<file path="src/tmr_consts.vh">
// Register indices, field positions, reset values and timing counts of the timer block
`ifndef TMR_CONSTS_VH
`define TMR_CONSTS_VH

// Register indices; byte address on the bus is four times the index
`define TMR_IDX_TCTL 10'h088
`define TMR_IDX_MODE 10'h089
`define TMR_IDX_TL0 10'h08A
`define TMR_IDX_TL1 10'h08B
`define TMR_IDX_TH0 10'h08C
`define TMR_IDX_TH1 10'h08D
`define TMR_IDX_ISTAT 10'h0A0
`define TMR_IDX_IMASK 10'h0A1

// Control register field positions
`define TMR_OVF1_BIT 7
`define TMR_RUN1_BIT 6
`define TMR_OVF0_BIT 5
`define TMR_RUN0_BIT 4
`define TMR_XF1_BIT 3
`define TMR_XT1_BIT 2
`define TMR_XF0_BIT 1
`define TMR_XT0_BIT 0

// Mode register field positions
`define TMR_GATE1_BIT 7
`define TMR_CT1_BIT 6
`define TMR_MODE1_HI 5
`define TMR_MODE1_LO 4
`define TMR_GATE0_BIT 3
`define TMR_CT0_BIT 2
`define TMR_MODE0_HI 1
`define TMR_MODE0_LO 0

// Mode encodings
`define TMR_MODE_13BIT 2'h0
`define TMR_MODE_16BIT 2'h1
`define TMR_MODE_RELOAD 2'h2
`define TMR_MODE_SPLIT 2'h3

// Interrupt status bit positions
`define TMR_EV_OVF0 0
`define TMR_EV_OVF1 1
`define TMR_EV_XF0 2
`define TMR_EV_XF1 3

// Reset values
`define TMR_RST_BYTE 8'h00
`define TMR_RST_EV 4'h0

// Internal count clock: one tick per this many core clocks
`define TMR_TICK_DIV 4'hC

`endif

</file>
<file path="src/tmr_pin_sync.v">
// Two-flop synchroniser with falling-edge detector for one input pin
module tmr_pin_sync (
    input wire pclk,
    input wire presetn,
    input wire pin,
    output wire level,
    output wire fall
);
    reg meta;
    reg sync;
    reg prev;

    // Idle-high reset so release never fakes a falling edge
    always @(posedge pclk or negedge presetn) begin
        if (!presetn) begin
            meta <= 1'b1;
            sync <= 1'b1;
            prev <= 1'b1;
        end else begin
            meta <= pin;
            sync <= meta;
            prev <= sync;
        end
    end

    // Level is the second stage, fall compares it with the third; one pulse per edge
    assign level = sync;
    assign fall = prev & ~sync;
endmodule

</file>
<file path="src/tmr_tick_div.v">
// Divider that makes the internal count-clock enable pulse
`include "tmr_consts.vh"
module tmr_tick_div (
    input wire pclk,
    input wire presetn,
    output reg tick
);
    reg [3:0] count;

    // Free running, one-cycle pulse every TMR_TICK_DIV clocks
    always @(posedge pclk or negedge presetn) begin
        if (!presetn) begin
            count <= 4'h0;
            tick <= 1'b0;
        end else if (count == `TMR_TICK_DIV - 4'h1) begin
            count <= 4'h0;
            tick <= 1'b1;
        end else begin
            count <= count + 4'h1;
            tick <= 1'b0;
        end
    end
endmodule

</file>
<file path="src/tmr_top.v">
// Timer zero/one and external interrupt control with APB register access
//
// Function
// - Timer one overflow sets its flag unless timer zero is in split mode, vectoring clears it, software may set or clear it.
// - Timer zero overflow sets its flag, vectoring clears it, software may set or clear it.
// - The timer one run bit turns timer one on when one and off when zero.
// - The timer zero run bit turns timer zero on when one and off when zero.
// - Interrupt one flag sets on fall or low level, clears at service in edge mode, follows pin in level mode.
// - Interrupt zero flag sets on fall or low level, clears at service in edge mode, follows pin in level mode.
// - Interrupt one type bit selects falling edge when one and low level when zero.
// - Interrupt zero type bit selects falling edge when one and low level when zero.
// - The control register holds overflow flag and run bit per timer, then interrupt flag and type bit per interrupt, one above zero.
// - The mode register holds a four-bit group per timer, timer one above, timer zero below.
// - Timer one gating restricts counting to times its interrupt pin is high and it runs.
// - Timer one counter select picks count-pin falling edges over the internal clock.
// - Timer zero gating and counter select act like timer one's on its own pins.
// - Mode field gives a 13-bit timer, a 16-bit timer or an 8-bit auto-reload timer.
// - In split mode timer zero's bytes run as two 8-bit timers; timer one stops only when its own mode field is split.
`include "tmr_consts.vh"

module tmr_top (
    input wire pclk,
    input wire presetn,
    input wire psel,
    input wire penable,
    input wire pwrite,
    input wire [11:0] paddr,
    input wire [31:0] pwdata,
    output reg [31:0] prdata,
    output reg pready,
    output reg pslverr,
    input wire ext_irq_zero_pin,
    input wire ext_irq_one_pin,
    input wire timer_zero_count_pin,
    input wire timer_one_count_pin,
    input wire ack_timer_zero,
    input wire ack_timer_one,
    input wire ack_ext_irq_zero,
    input wire ack_ext_irq_one,
    output reg timer_zero_overflow_flag_out,
    output reg timer_one_overflow_flag_out,
    output reg ext_irq_zero_flag_out,
    output reg ext_irq_one_flag_out,
    output reg irq
);
    // Control register fields and mode register
    reg timer_one_overflow_flag;
    reg timer_one_run;
    reg timer_zero_overflow_flag;
    reg timer_zero_run;
    reg ext_irq_one_flag;
    reg ext_irq_one_type_select;
    reg ext_irq_zero_flag;
    reg ext_irq_zero_type_select;
    reg [7:0] timer_mode_control;
    // Count registers: low and high byte per timer; event status and mask
    reg [7:0] tl0;
    reg [7:0] th0;
    reg [7:0] tl1;
    reg [7:0] th1;
    reg [3:0] ev_stat;
    reg [3:0] ev_mask;

    wire [3:0] pin_raw;
    wire [3:0] pin_lvl;
    wire [3:0] pin_fall;
    wire tick;

    // Synchronise pins: 0 irq zero, 1 irq one, 2 count zero, 3 count one
    assign pin_raw = {timer_one_count_pin, timer_zero_count_pin,
                      ext_irq_one_pin, ext_irq_zero_pin};
    genvar gi;
    generate
        for (gi = 0; gi < 4; gi = gi + 1) begin : g_pin
            tmr_pin_sync u_sync (
                .pclk(pclk),
                .presetn(presetn),
                .pin(pin_raw[gi]),
                .level(pin_lvl[gi]),
                .fall(pin_fall[gi])
            );
        end
    endgenerate

    tmr_tick_div u_tick (
        .pclk(pclk),
        .presetn(presetn),
        .tick(tick)
    );

    // Bus decode
    wire acc = psel & penable & pready;
    wire wr = acc & pwrite;
    wire [9:0] idx = paddr[11:2];
    wire aligned = (paddr[1:0] == 2'b00);
    wire [7:0] wb = pwdata[7:0];
    wire wr_tctl = wr & aligned & (idx == `TMR_IDX_TCTL);
    wire wr_mode = wr & aligned & (idx == `TMR_IDX_MODE);
    wire wr_tl0 = wr & aligned & (idx == `TMR_IDX_TL0);
    wire wr_tl1 = wr & aligned & (idx == `TMR_IDX_TL1);
    wire wr_th0 = wr & aligned & (idx == `TMR_IDX_TH0);
    wire wr_th1 = wr & aligned & (idx == `TMR_IDX_TH1);
    wire wr_stat = wr & aligned & (idx == `TMR_IDX_ISTAT);
    wire wr_mask = wr & aligned & (idx == `TMR_IDX_IMASK);

    wire [1:0] mode0 = timer_mode_control[`TMR_MODE0_HI:`TMR_MODE0_LO];
    wire [1:0] mode1 = timer_mode_control[`TMR_MODE1_HI:`TMR_MODE1_LO];

    // Count enables: run bit, optional gate by irq pin, clock or pin edge
    wire src0 = timer_mode_control[`TMR_CT0_BIT] ? pin_fall[2] : tick;
    wire src1 = timer_mode_control[`TMR_CT1_BIT] ? pin_fall[3] : tick;
    wire gate_ok0 = ~timer_mode_control[`TMR_GATE0_BIT] | pin_lvl[0];
    wire gate_ok1 = ~timer_mode_control[`TMR_GATE1_BIT] | pin_lvl[1];
    wire en0 = timer_zero_run & gate_ok0 & src0;
    wire en1 = timer_one_run & gate_ok1 & src1 & (mode1 != `TMR_MODE_SPLIT);
    // Split mode: high byte of timer zero is a plain timer on timer one's run bit
    wire en0h = (mode0 == `TMR_MODE_SPLIT) & timer_one_run & tick;

    // One count step; returns overflow above the new 16-bit value
    function [16:0] tmr_step;
        input [1:0] mode;
        input [7:0] lo;
        input [7:0] hi;
        reg [5:0] pre;
        reg [8:0] hi9;
        reg [8:0] lo9;
        reg [16:0] full;
        begin
            pre = {1'b0, lo[4:0]} + 6'h01;
            hi9 = {1'b0, hi} + 9'h001;
            lo9 = {1'b0, lo} + 9'h001;
            full = {1'b0, hi, lo} + 17'h0_0001;
            case (mode)
                `TMR_MODE_13BIT: begin
                    // Low five bits prescale the high byte
                    if (pre[5])
                        tmr_step = {hi9[8], hi9[7:0], lo[7:5], 5'h00};
                    else
                        tmr_step = {1'b0, hi, lo[7:5], pre[4:0]};
                end
                `TMR_MODE_16BIT: begin
                    tmr_step = full;
                end
                `TMR_MODE_RELOAD: begin
                    // Low byte reloads from the high byte on wrap
                    if (lo9[8])
                        tmr_step = {1'b1, hi, hi};
                    else
                        tmr_step = {1'b0, hi, lo9[7:0]};
                end
                default: begin
                    // Split: low byte only; high byte counted apart
                    tmr_step = {lo9[8], hi, lo9[7:0]};
                end
            endcase
        end
    endfunction

    wire [16:0] step0 = tmr_step(mode0, tl0, th0);
    wire [16:0] step1 = tmr_step(mode1, tl1, th1);
    wire [8:0] th0_inc = {1'b0, th0} + 9'h001;
    wire ovf0 = en0 & step0[16];
    wire ovf0h = en0h & th0_inc[8];
    // Timer one overflow only raises its flag when split mode does not own it
    wire ovf1 = en1 & step1[16] & (mode0 != `TMR_MODE_SPLIT);
    wire set_ovf0 = ovf0;
    wire set_ovf1 = ovf1 | ovf0h;

    // Count registers; a software write beats a count in the same cycle
    always @(posedge pclk or negedge presetn) begin
        if (!presetn) begin
            tl0 <= `TMR_RST_BYTE;
            th0 <= `TMR_RST_BYTE;
            tl1 <= `TMR_RST_BYTE;
            th1 <= `TMR_RST_BYTE;
        end else begin
            if (wr_tl0)
                tl0 <= wb;
            else if (en0)
                tl0 <= step0[7:0];
            if (wr_th0)
                th0 <= wb;
            else if (en0h)
                th0 <= th0_inc[7:0];
            else if (en0 & (mode0 != `TMR_MODE_SPLIT))
                th0 <= step0[15:8];
            if (wr_tl1)
                tl1 <= wb;
            else if (en1)
                tl1 <= step1[7:0];
            if (wr_th1)
                th1 <= wb;
            else if (en1)
                th1 <= step1[15:8];
        end
    end

    // Flag next values: hardware set wins over vector or software clear
    reg next_ovf0;
    reg next_ovf1;
    reg next_xf0;
    reg next_xf1;
    always @* begin
        next_ovf0 = timer_zero_overflow_flag;
        next_ovf1 = timer_one_overflow_flag;
        next_xf0 = ext_irq_zero_flag;
        next_xf1 = ext_irq_one_flag;
        if (ack_timer_zero)
            next_ovf0 = 1'b0;
        if (ack_timer_one)
            next_ovf1 = 1'b0;
        if (ack_ext_irq_zero & ext_irq_zero_type_select)
            next_xf0 = 1'b0;
        if (ack_ext_irq_one & ext_irq_one_type_select)
            next_xf1 = 1'b0;
        if (wr_tctl) begin
            next_ovf0 = wb[`TMR_OVF0_BIT];
            next_ovf1 = wb[`TMR_OVF1_BIT];
            next_xf0 = wb[`TMR_XF0_BIT];
            next_xf1 = wb[`TMR_XF1_BIT];
        end
        if (set_ovf0)
            next_ovf0 = 1'b1;
        if (set_ovf1)
            next_ovf1 = 1'b1;
        // Edge mode latches a fall; level mode tracks the pin directly
        if (ext_irq_zero_type_select)
            next_xf0 = next_xf0 | pin_fall[0];
        else
            next_xf0 = ~pin_lvl[0];
        if (ext_irq_one_type_select)
            next_xf1 = next_xf1 | pin_fall[1];
        else
            next_xf1 = ~pin_lvl[1];
    end

    // Control and mode registers
    always @(posedge pclk or negedge presetn) begin
        if (!presetn) begin
            timer_one_overflow_flag <= 1'b0;
            timer_one_run <= 1'b0;
            timer_zero_overflow_flag <= 1'b0;
            timer_zero_run <= 1'b0;
            ext_irq_one_flag <= 1'b0;
            ext_irq_one_type_select <= 1'b0;
            ext_irq_zero_flag <= 1'b0;
            ext_irq_zero_type_select <= 1'b0;
            timer_mode_control <= `TMR_RST_BYTE;
        end else begin
            timer_one_overflow_flag <= next_ovf1;
            timer_zero_overflow_flag <= next_ovf0;
            ext_irq_one_flag <= next_xf1;
            ext_irq_zero_flag <= next_xf0;
            if (wr_tctl) begin
                timer_one_run <= wb[`TMR_RUN1_BIT];
                timer_zero_run <= wb[`TMR_RUN0_BIT];
                ext_irq_one_type_select <= wb[`TMR_XT1_BIT];
                ext_irq_zero_type_select <= wb[`TMR_XT0_BIT];
            end
            if (wr_mode)
                timer_mode_control <= wb;
        end
    end

    // Events are each overflow set pulse and the rising of each interrupt flag; sticky until written with a one
    wire [3:0] ev_now = {next_xf1 & ~ext_irq_one_flag, next_xf0 & ~ext_irq_zero_flag,
                         set_ovf1, set_ovf0};
    wire [3:0] w1c = wr_stat ? pwdata[3:0] : 4'h0;
    wire [3:0] next_stat = (ev_stat & ~w1c) | ev_now;
    always @(posedge pclk or negedge presetn) begin
        if (!presetn) begin
            ev_stat <= `TMR_RST_EV;
            ev_mask <= `TMR_RST_EV;
            irq <= 1'b0;
            timer_zero_overflow_flag_out <= 1'b0;
            timer_one_overflow_flag_out <= 1'b0;
            ext_irq_zero_flag_out <= 1'b0;
            ext_irq_one_flag_out <= 1'b0;
        end else begin
            ev_stat <= next_stat;
            if (wr_mask)
                ev_mask <= pwdata[3:0];
            irq <= |(next_stat & (wr_mask ? pwdata[3:0] : ev_mask));
            // Flag copies for the service sequencer, same timing as the register
            timer_zero_overflow_flag_out <= next_ovf0;
            timer_one_overflow_flag_out <= next_ovf1;
            ext_irq_zero_flag_out <= next_xf0;
            ext_irq_one_flag_out <= next_xf1;
        end
    end

    // Read mux, evaluated in the setup cycle
    reg [7:0] rd_byte;
    reg rd_hit;
    always @* begin
        rd_byte = 8'h00;
        rd_hit = aligned;
        case (idx)
            `TMR_IDX_TCTL: rd_byte = {timer_one_overflow_flag, timer_one_run,
                                      timer_zero_overflow_flag, timer_zero_run,
                                      ext_irq_one_flag, ext_irq_one_type_select,
                                      ext_irq_zero_flag, ext_irq_zero_type_select};
            `TMR_IDX_MODE: rd_byte = timer_mode_control;
            `TMR_IDX_TL0: rd_byte = tl0;
            `TMR_IDX_TL1: rd_byte = tl1;
            `TMR_IDX_TH0: rd_byte = th0;
            `TMR_IDX_TH1: rd_byte = th1;
            `TMR_IDX_ISTAT: rd_byte = {4'h0, ev_stat};
            `TMR_IDX_IMASK: rd_byte = {4'h0, ev_mask};
            default: rd_hit = 1'b0;
        endcase
    end

    // Zero-wait slave: answer registered at the setup edge
    always @(posedge pclk or negedge presetn) begin
        if (!presetn) begin
            pready <= 1'b0;
            pslverr <= 1'b0;
            prdata <= 32'h0000_0000;
        end else begin
            pready <= psel & ~penable;
            pslverr <= psel & ~penable & ~rd_hit;
            if (psel & ~penable & ~pwrite & rd_hit)
                prdata <= {24'h00_0000, rd_byte};
            else
                prdata <= 32'h0000_0000;
        end
    end
endmodule

</file>
<file path="config.mk">
export PLATFORM = sky130hd
export DESIGN_NAME = tmr_top
export DESIGN_NICKNAME = d
export VERILOG_FILES = /design/src/tmr_pin_sync.v /design/src/tmr_tick_div.v /design/src/tmr_top.v
export VERILOG_INCLUDE_DIRS = /design/src
export SDC_FILE = /design/constraint.sdc
export NUM_CORES = 1
export LEC_CHECK = 0
export ABC_AREA = 1
export BUFFER_PORTS_ARGS = -buffer_cell sky130_fd_sc_hd__buf_4
export CAP_MARGIN = 20
export CORE_MARGIN = 2
export CORE_UTILIZATION = 50
export DETAILED_ROUTE_END_ITERATION = 6
export PLACE_DENSITY = 0.74
export SLEW_MARGIN = 10
export SYNTH_ARGS = -nofsm -noshare
export SYNTH_HDL_FRONTEND = slang
export SYNTH_HIERARCHICAL = 1
export SYNTH_SLANG_ARGS = --single-unit
</file>
<file path="constraint.sdc">
create_clock -name pclk -period 1.8 [get_ports pclk]
set_input_delay 0.27 -clock pclk [delete_from_list [all_inputs] [get_ports pclk]]
set_output_delay 0.27 -clock pclk [all_outputs]
set_load 0.02 [all_outputs]
</file>
==> results.py <==
metrics = {
    "floorplan": {
        "initial_core_util_pct": 51.0,
        "die_w_microns": 109,
        "die_h_microns": 109,
        "die_area_sq_um": 11900,
        "std_cell_rows": 38,
        "core_area_sq_um": 10800,
        "pin_count": 96,
    },
    "logic_synthesis": {
        "synth_most_common_cell": "nand2_1",
        "synthArstFlopShare_pct": 100,
        "synthCells": 751,
        "ys_warn_count": 6,
        "synth_top_cells_by_count": "173 x nand2_1, 105 x inv_1, 72 x dfrtp_1",
        "synthTopCellsByArea": "dfrtp_1 33%, nand2_1 12%, inv_1 7.2%, dfstp_2 5.7%, nand3_1 5.0%",
        "yosysSeqAreaShare_pct": 38.5,
        "avgSynthCellArea_sq_um": 7.33,
        "synth_top_area_share_pct": 32.7,
        "synth_area_sq_um": 5500,
        "synth-edff-count": 0,
        "ys_ff_latch": 84,
        "yosysUniqueCellTypes": 47,
        "synth.largest_area_cell": "dfrtp_1",
        "ys.flop_type": "dfrtp_1",
    },
    "place": {
        "dp_slack_ns": -0.0770,
        "port_buffers": 47,
        "dp_hpwl_mm": 13.4,
        "place_congestion": 1.03,
    },
    "global_route": {
        "grt_antenna_before_repair": 0,
        "globalRouteOverflowTotal": 0,
        "first_global_vias": 5389,
        "grt_max_degree": 46,
        "grt_util_all_layers_pct": 31.3,
        "grt_pass1_wl_mm": 28.0,
    },
    "clock_network": {
        "cts_tree": "done",
        "ctsRootBufferMaster": "clkbuf_8",
        "cts_buffers": 9,
        "cts_sinks": 84,
        "ctsLongestPathBuffers": 2,
        "clk_pin_slew_worst_paths_ns": 0.10,
        "htreeDepth": 3,
        "clock_latency_ns": 0.38,
    },
    "outcome": {
        "status": "complete, but fails checks",
        "violations": "negative setup slack",
    },
    "sta": {
        "fin_crit_ns": 1.81,
        "fin_tns_setup_ns": -0.00519,
        "fmax_mhz": 554,
        "hold_viol": 0,
        "timing.final.crit_share_pct": 100,
        "slew_violations": 0,
        "rsz0062_at_grt": "true",
        "fin_ws_ns": -0.00519,
        "setup_viol": 1,
        "fin_skew_ns": 0.0130,
    },
    "layout": {
        "diodes": 0,
        "final_nets": 944,
        "area_growth_pct": 24.7,
        "drive_above_1_share_pct": 26.4,
        "nFillCells": 964,
        "regArea_sq_um": 2120,
        "multi_input_area_sq_um": 2940,
    },
    "routing": {
        "wl_met1_mm": 7.80,
        "drt_first_pass_iters": 6,
        "viasPerCell": 5.61,
        "vias": 5762,
        "drc": 0,
        "wl_met3_mm": 1.54,
        "wl_mm": 17.7,
        "wl_met2_mm": 7.68,
        "wl_per_cell_microns": 17.2,
        "top_layer_used": "met4",
        "drt_iter0_drc": 727,
        "postRouteAntennaNets": 0,
    },
    "hold_path": {
        "whs_endpoint": "pready$_DFF_PN0_",
        "hp-start": "penable",
        "worstHoldPathType": "input pin to flop",
        "hold_depth": 2,
    },
    "critical_path": {
        "ff2ff_setup_slack_ns": -0.005,
        "r2r_start": "tl1[1]$_DFFE_PN0P_",
        "worstSetupPathType": "flop to flop",
        "crit_fanout": 5,
        "cp_data_arrival_time_ns": 2.06,
        "end_kind": "flop",
        "cp_slowest_stage_delay_ns": 0.41,
        "cpMaxStageDelayCell": "dfrtp_1",
        "crit_path_frequent_cell": "nor2_4",
        "cp-start-kind": "flop",
        "crit_chain": "ha_2, nand2_2, nor2_4, nand2_4, nor2_4, clkinvlp_4, o211ai_1, o221ai_1",
        "r2r_cells": 8,
        "required_ns": 2.06,
        "rr_endpoint": "tl1[0]$_DFFE_PN0P_",
    },
    "power_and_ir_drop": {
        "power_density_nw_per_um2": 514,
        "leakagePower_nw": 3.34,
        "vdd_drop_max_v": 0.000460,
    },
    "run": {
        "cap_violations": 0,
    },
}
flip-flops by register name, summed over array words and instances (netlist names), 8 cells and up:
name,cells
th0,8
tl1,8
th1,8
prdata,8
tl0,8
timer_mode_control,8
cells in the final DEF, fill, tap and decap left out, types with 3 or more instances in the layout:
cell type / n
o221ai_1: 7
nor3_1: 7
o21ai_2: 4
conb_1: 24
o21ai_1: 15
o21ai_0: 42
nor2_1: 61
nand2_1: 162
nand2_2: 12
nand2_4: 4
a22o_1: 3
dfstp_2: 12
nor2_2: 13
a31oi_1: 3
ha_1: 3
nor2_4: 13
a22oi_1: 3
clkinvlp_4: 5
dfrtp_1: 67
nand3_2: 4
buf_4: 121
nand4_1: 15
o211ai_1: 19
nand3b_1: 3
inv_2: 12
xor2_1: 10
nand3_1: 53
dfrtp_2: 5
inv_1: 101
dlygate4sd3_1: 5
o22ai_1: 27
a21oi_1: 12
clkbuf_8: 9
area by class of cell:
class | instances | area share, %
flip-flops and latches | 84 | 30.9
well taps | 140 | 2.55
clock buffers | 9 | 1.80
multi-input cells | 542 | 42.8
clock inverters | 7 | 0.820
repair inverters | 1 | 0.109
repair buffers | 128 | 14.5
inverters | 116 | 6.47
critical path: cells and delay by family (launching register included):
kind | cells | cell delay (ns)
flip-flops | 1 | 0.41
AO/OA/AOI/OAI | 2 | 0.37
AND/OR/NAND/NOR | 4 | 0.50
buffers and inverters | 1 | 0.19
adder cells (fa/ha/maj) | 1 | 0.22
how the worst max path moves through the flow:
stage,endpoint,cells after the start,slack (ns),startpoint
global route,tl1[1]$_DFFE_PN0P_,10,-0.09,tl1[1]$_DFFE_PN0P_
detailed placement,tl0[5]$_DFFE_PN0P_,12,-0.08,paddr[8]
CTS,irq$_DFF_PN0_,11,0.009,th1[1]$_DFFE_PN0P_
global placement,th1[3]$_DFFE_PN0P_,11,-0.002,g_pin[3].u_sync/prev$_DFF_PN1_
finish,tl1[0]$_DFFE_PN0P_,8,-0.005,tl1[1]$_DFFE_PN0P_
floorplan,tl1[1]$_DFFE_PN0P_,10,0.10,tl1[0]$_DFFE_PN0P_
cells by family after synthesis:
logic type | synth area share (%)
xor gates and xnor gates | 1.75
DFF | 38.5
buffers and inverters | 12.2
adders and majority gates | 1.14
AOI/OAI and AO/OA | 16.5
and+or+nand+nor | 29.9
other | 0.0681
per-layer routing:
metal,vias up,global-route usage (%)
met5,-,0
met3,47,3.95
met4,0,13.0
met2,313,47.2
li1,2702,-
met1,2700,45.3
timing repair:
item | in CTS | in global routing
gates cloned | 0 | 1
endpoints found under the setup margin | 9 | 33
endpoints found under the hold margin | 20 | 0
gates resized for setup | 6 | 51
hold buffers | 5 | 0
pin swaps | 5 | 20
buffers inserted | 2 | 4
power by group:
part	total, W	switching [W]	internal, W
Sequential	0.00192	0.00000929	0.00192
Clock	0.00131	0.000794	0.000518
Combinational	0.000291	0.000198	0.0000929
per-stage QoR:
| stage | utilization (%) | hold WS [ns] | total power [W] | cells | area (sq um) |
|---|---|---|---|---|---|
| after global routing | 63.6 | 0.0699 | 0.00365 | 1027 | 6870 |
| after CTS | 62.0 | 0.0479 | 0.00353 | 1022 | 6700 |
| after global placement | 59.7 | 0.159 | 0.00224 | 999 | 6440 |
| after floorplan | - | -0.0256 | 0.00210 | 774 | 5590 |
| final | 63.6 | 0.0646 | 0.00353 | 1027 | 6870 |
| after detailed placement | 59.7 | 0.168 | 0.00224 | 999 | 6440 |
Note: power is estimated with default switching activity, not from simulation.
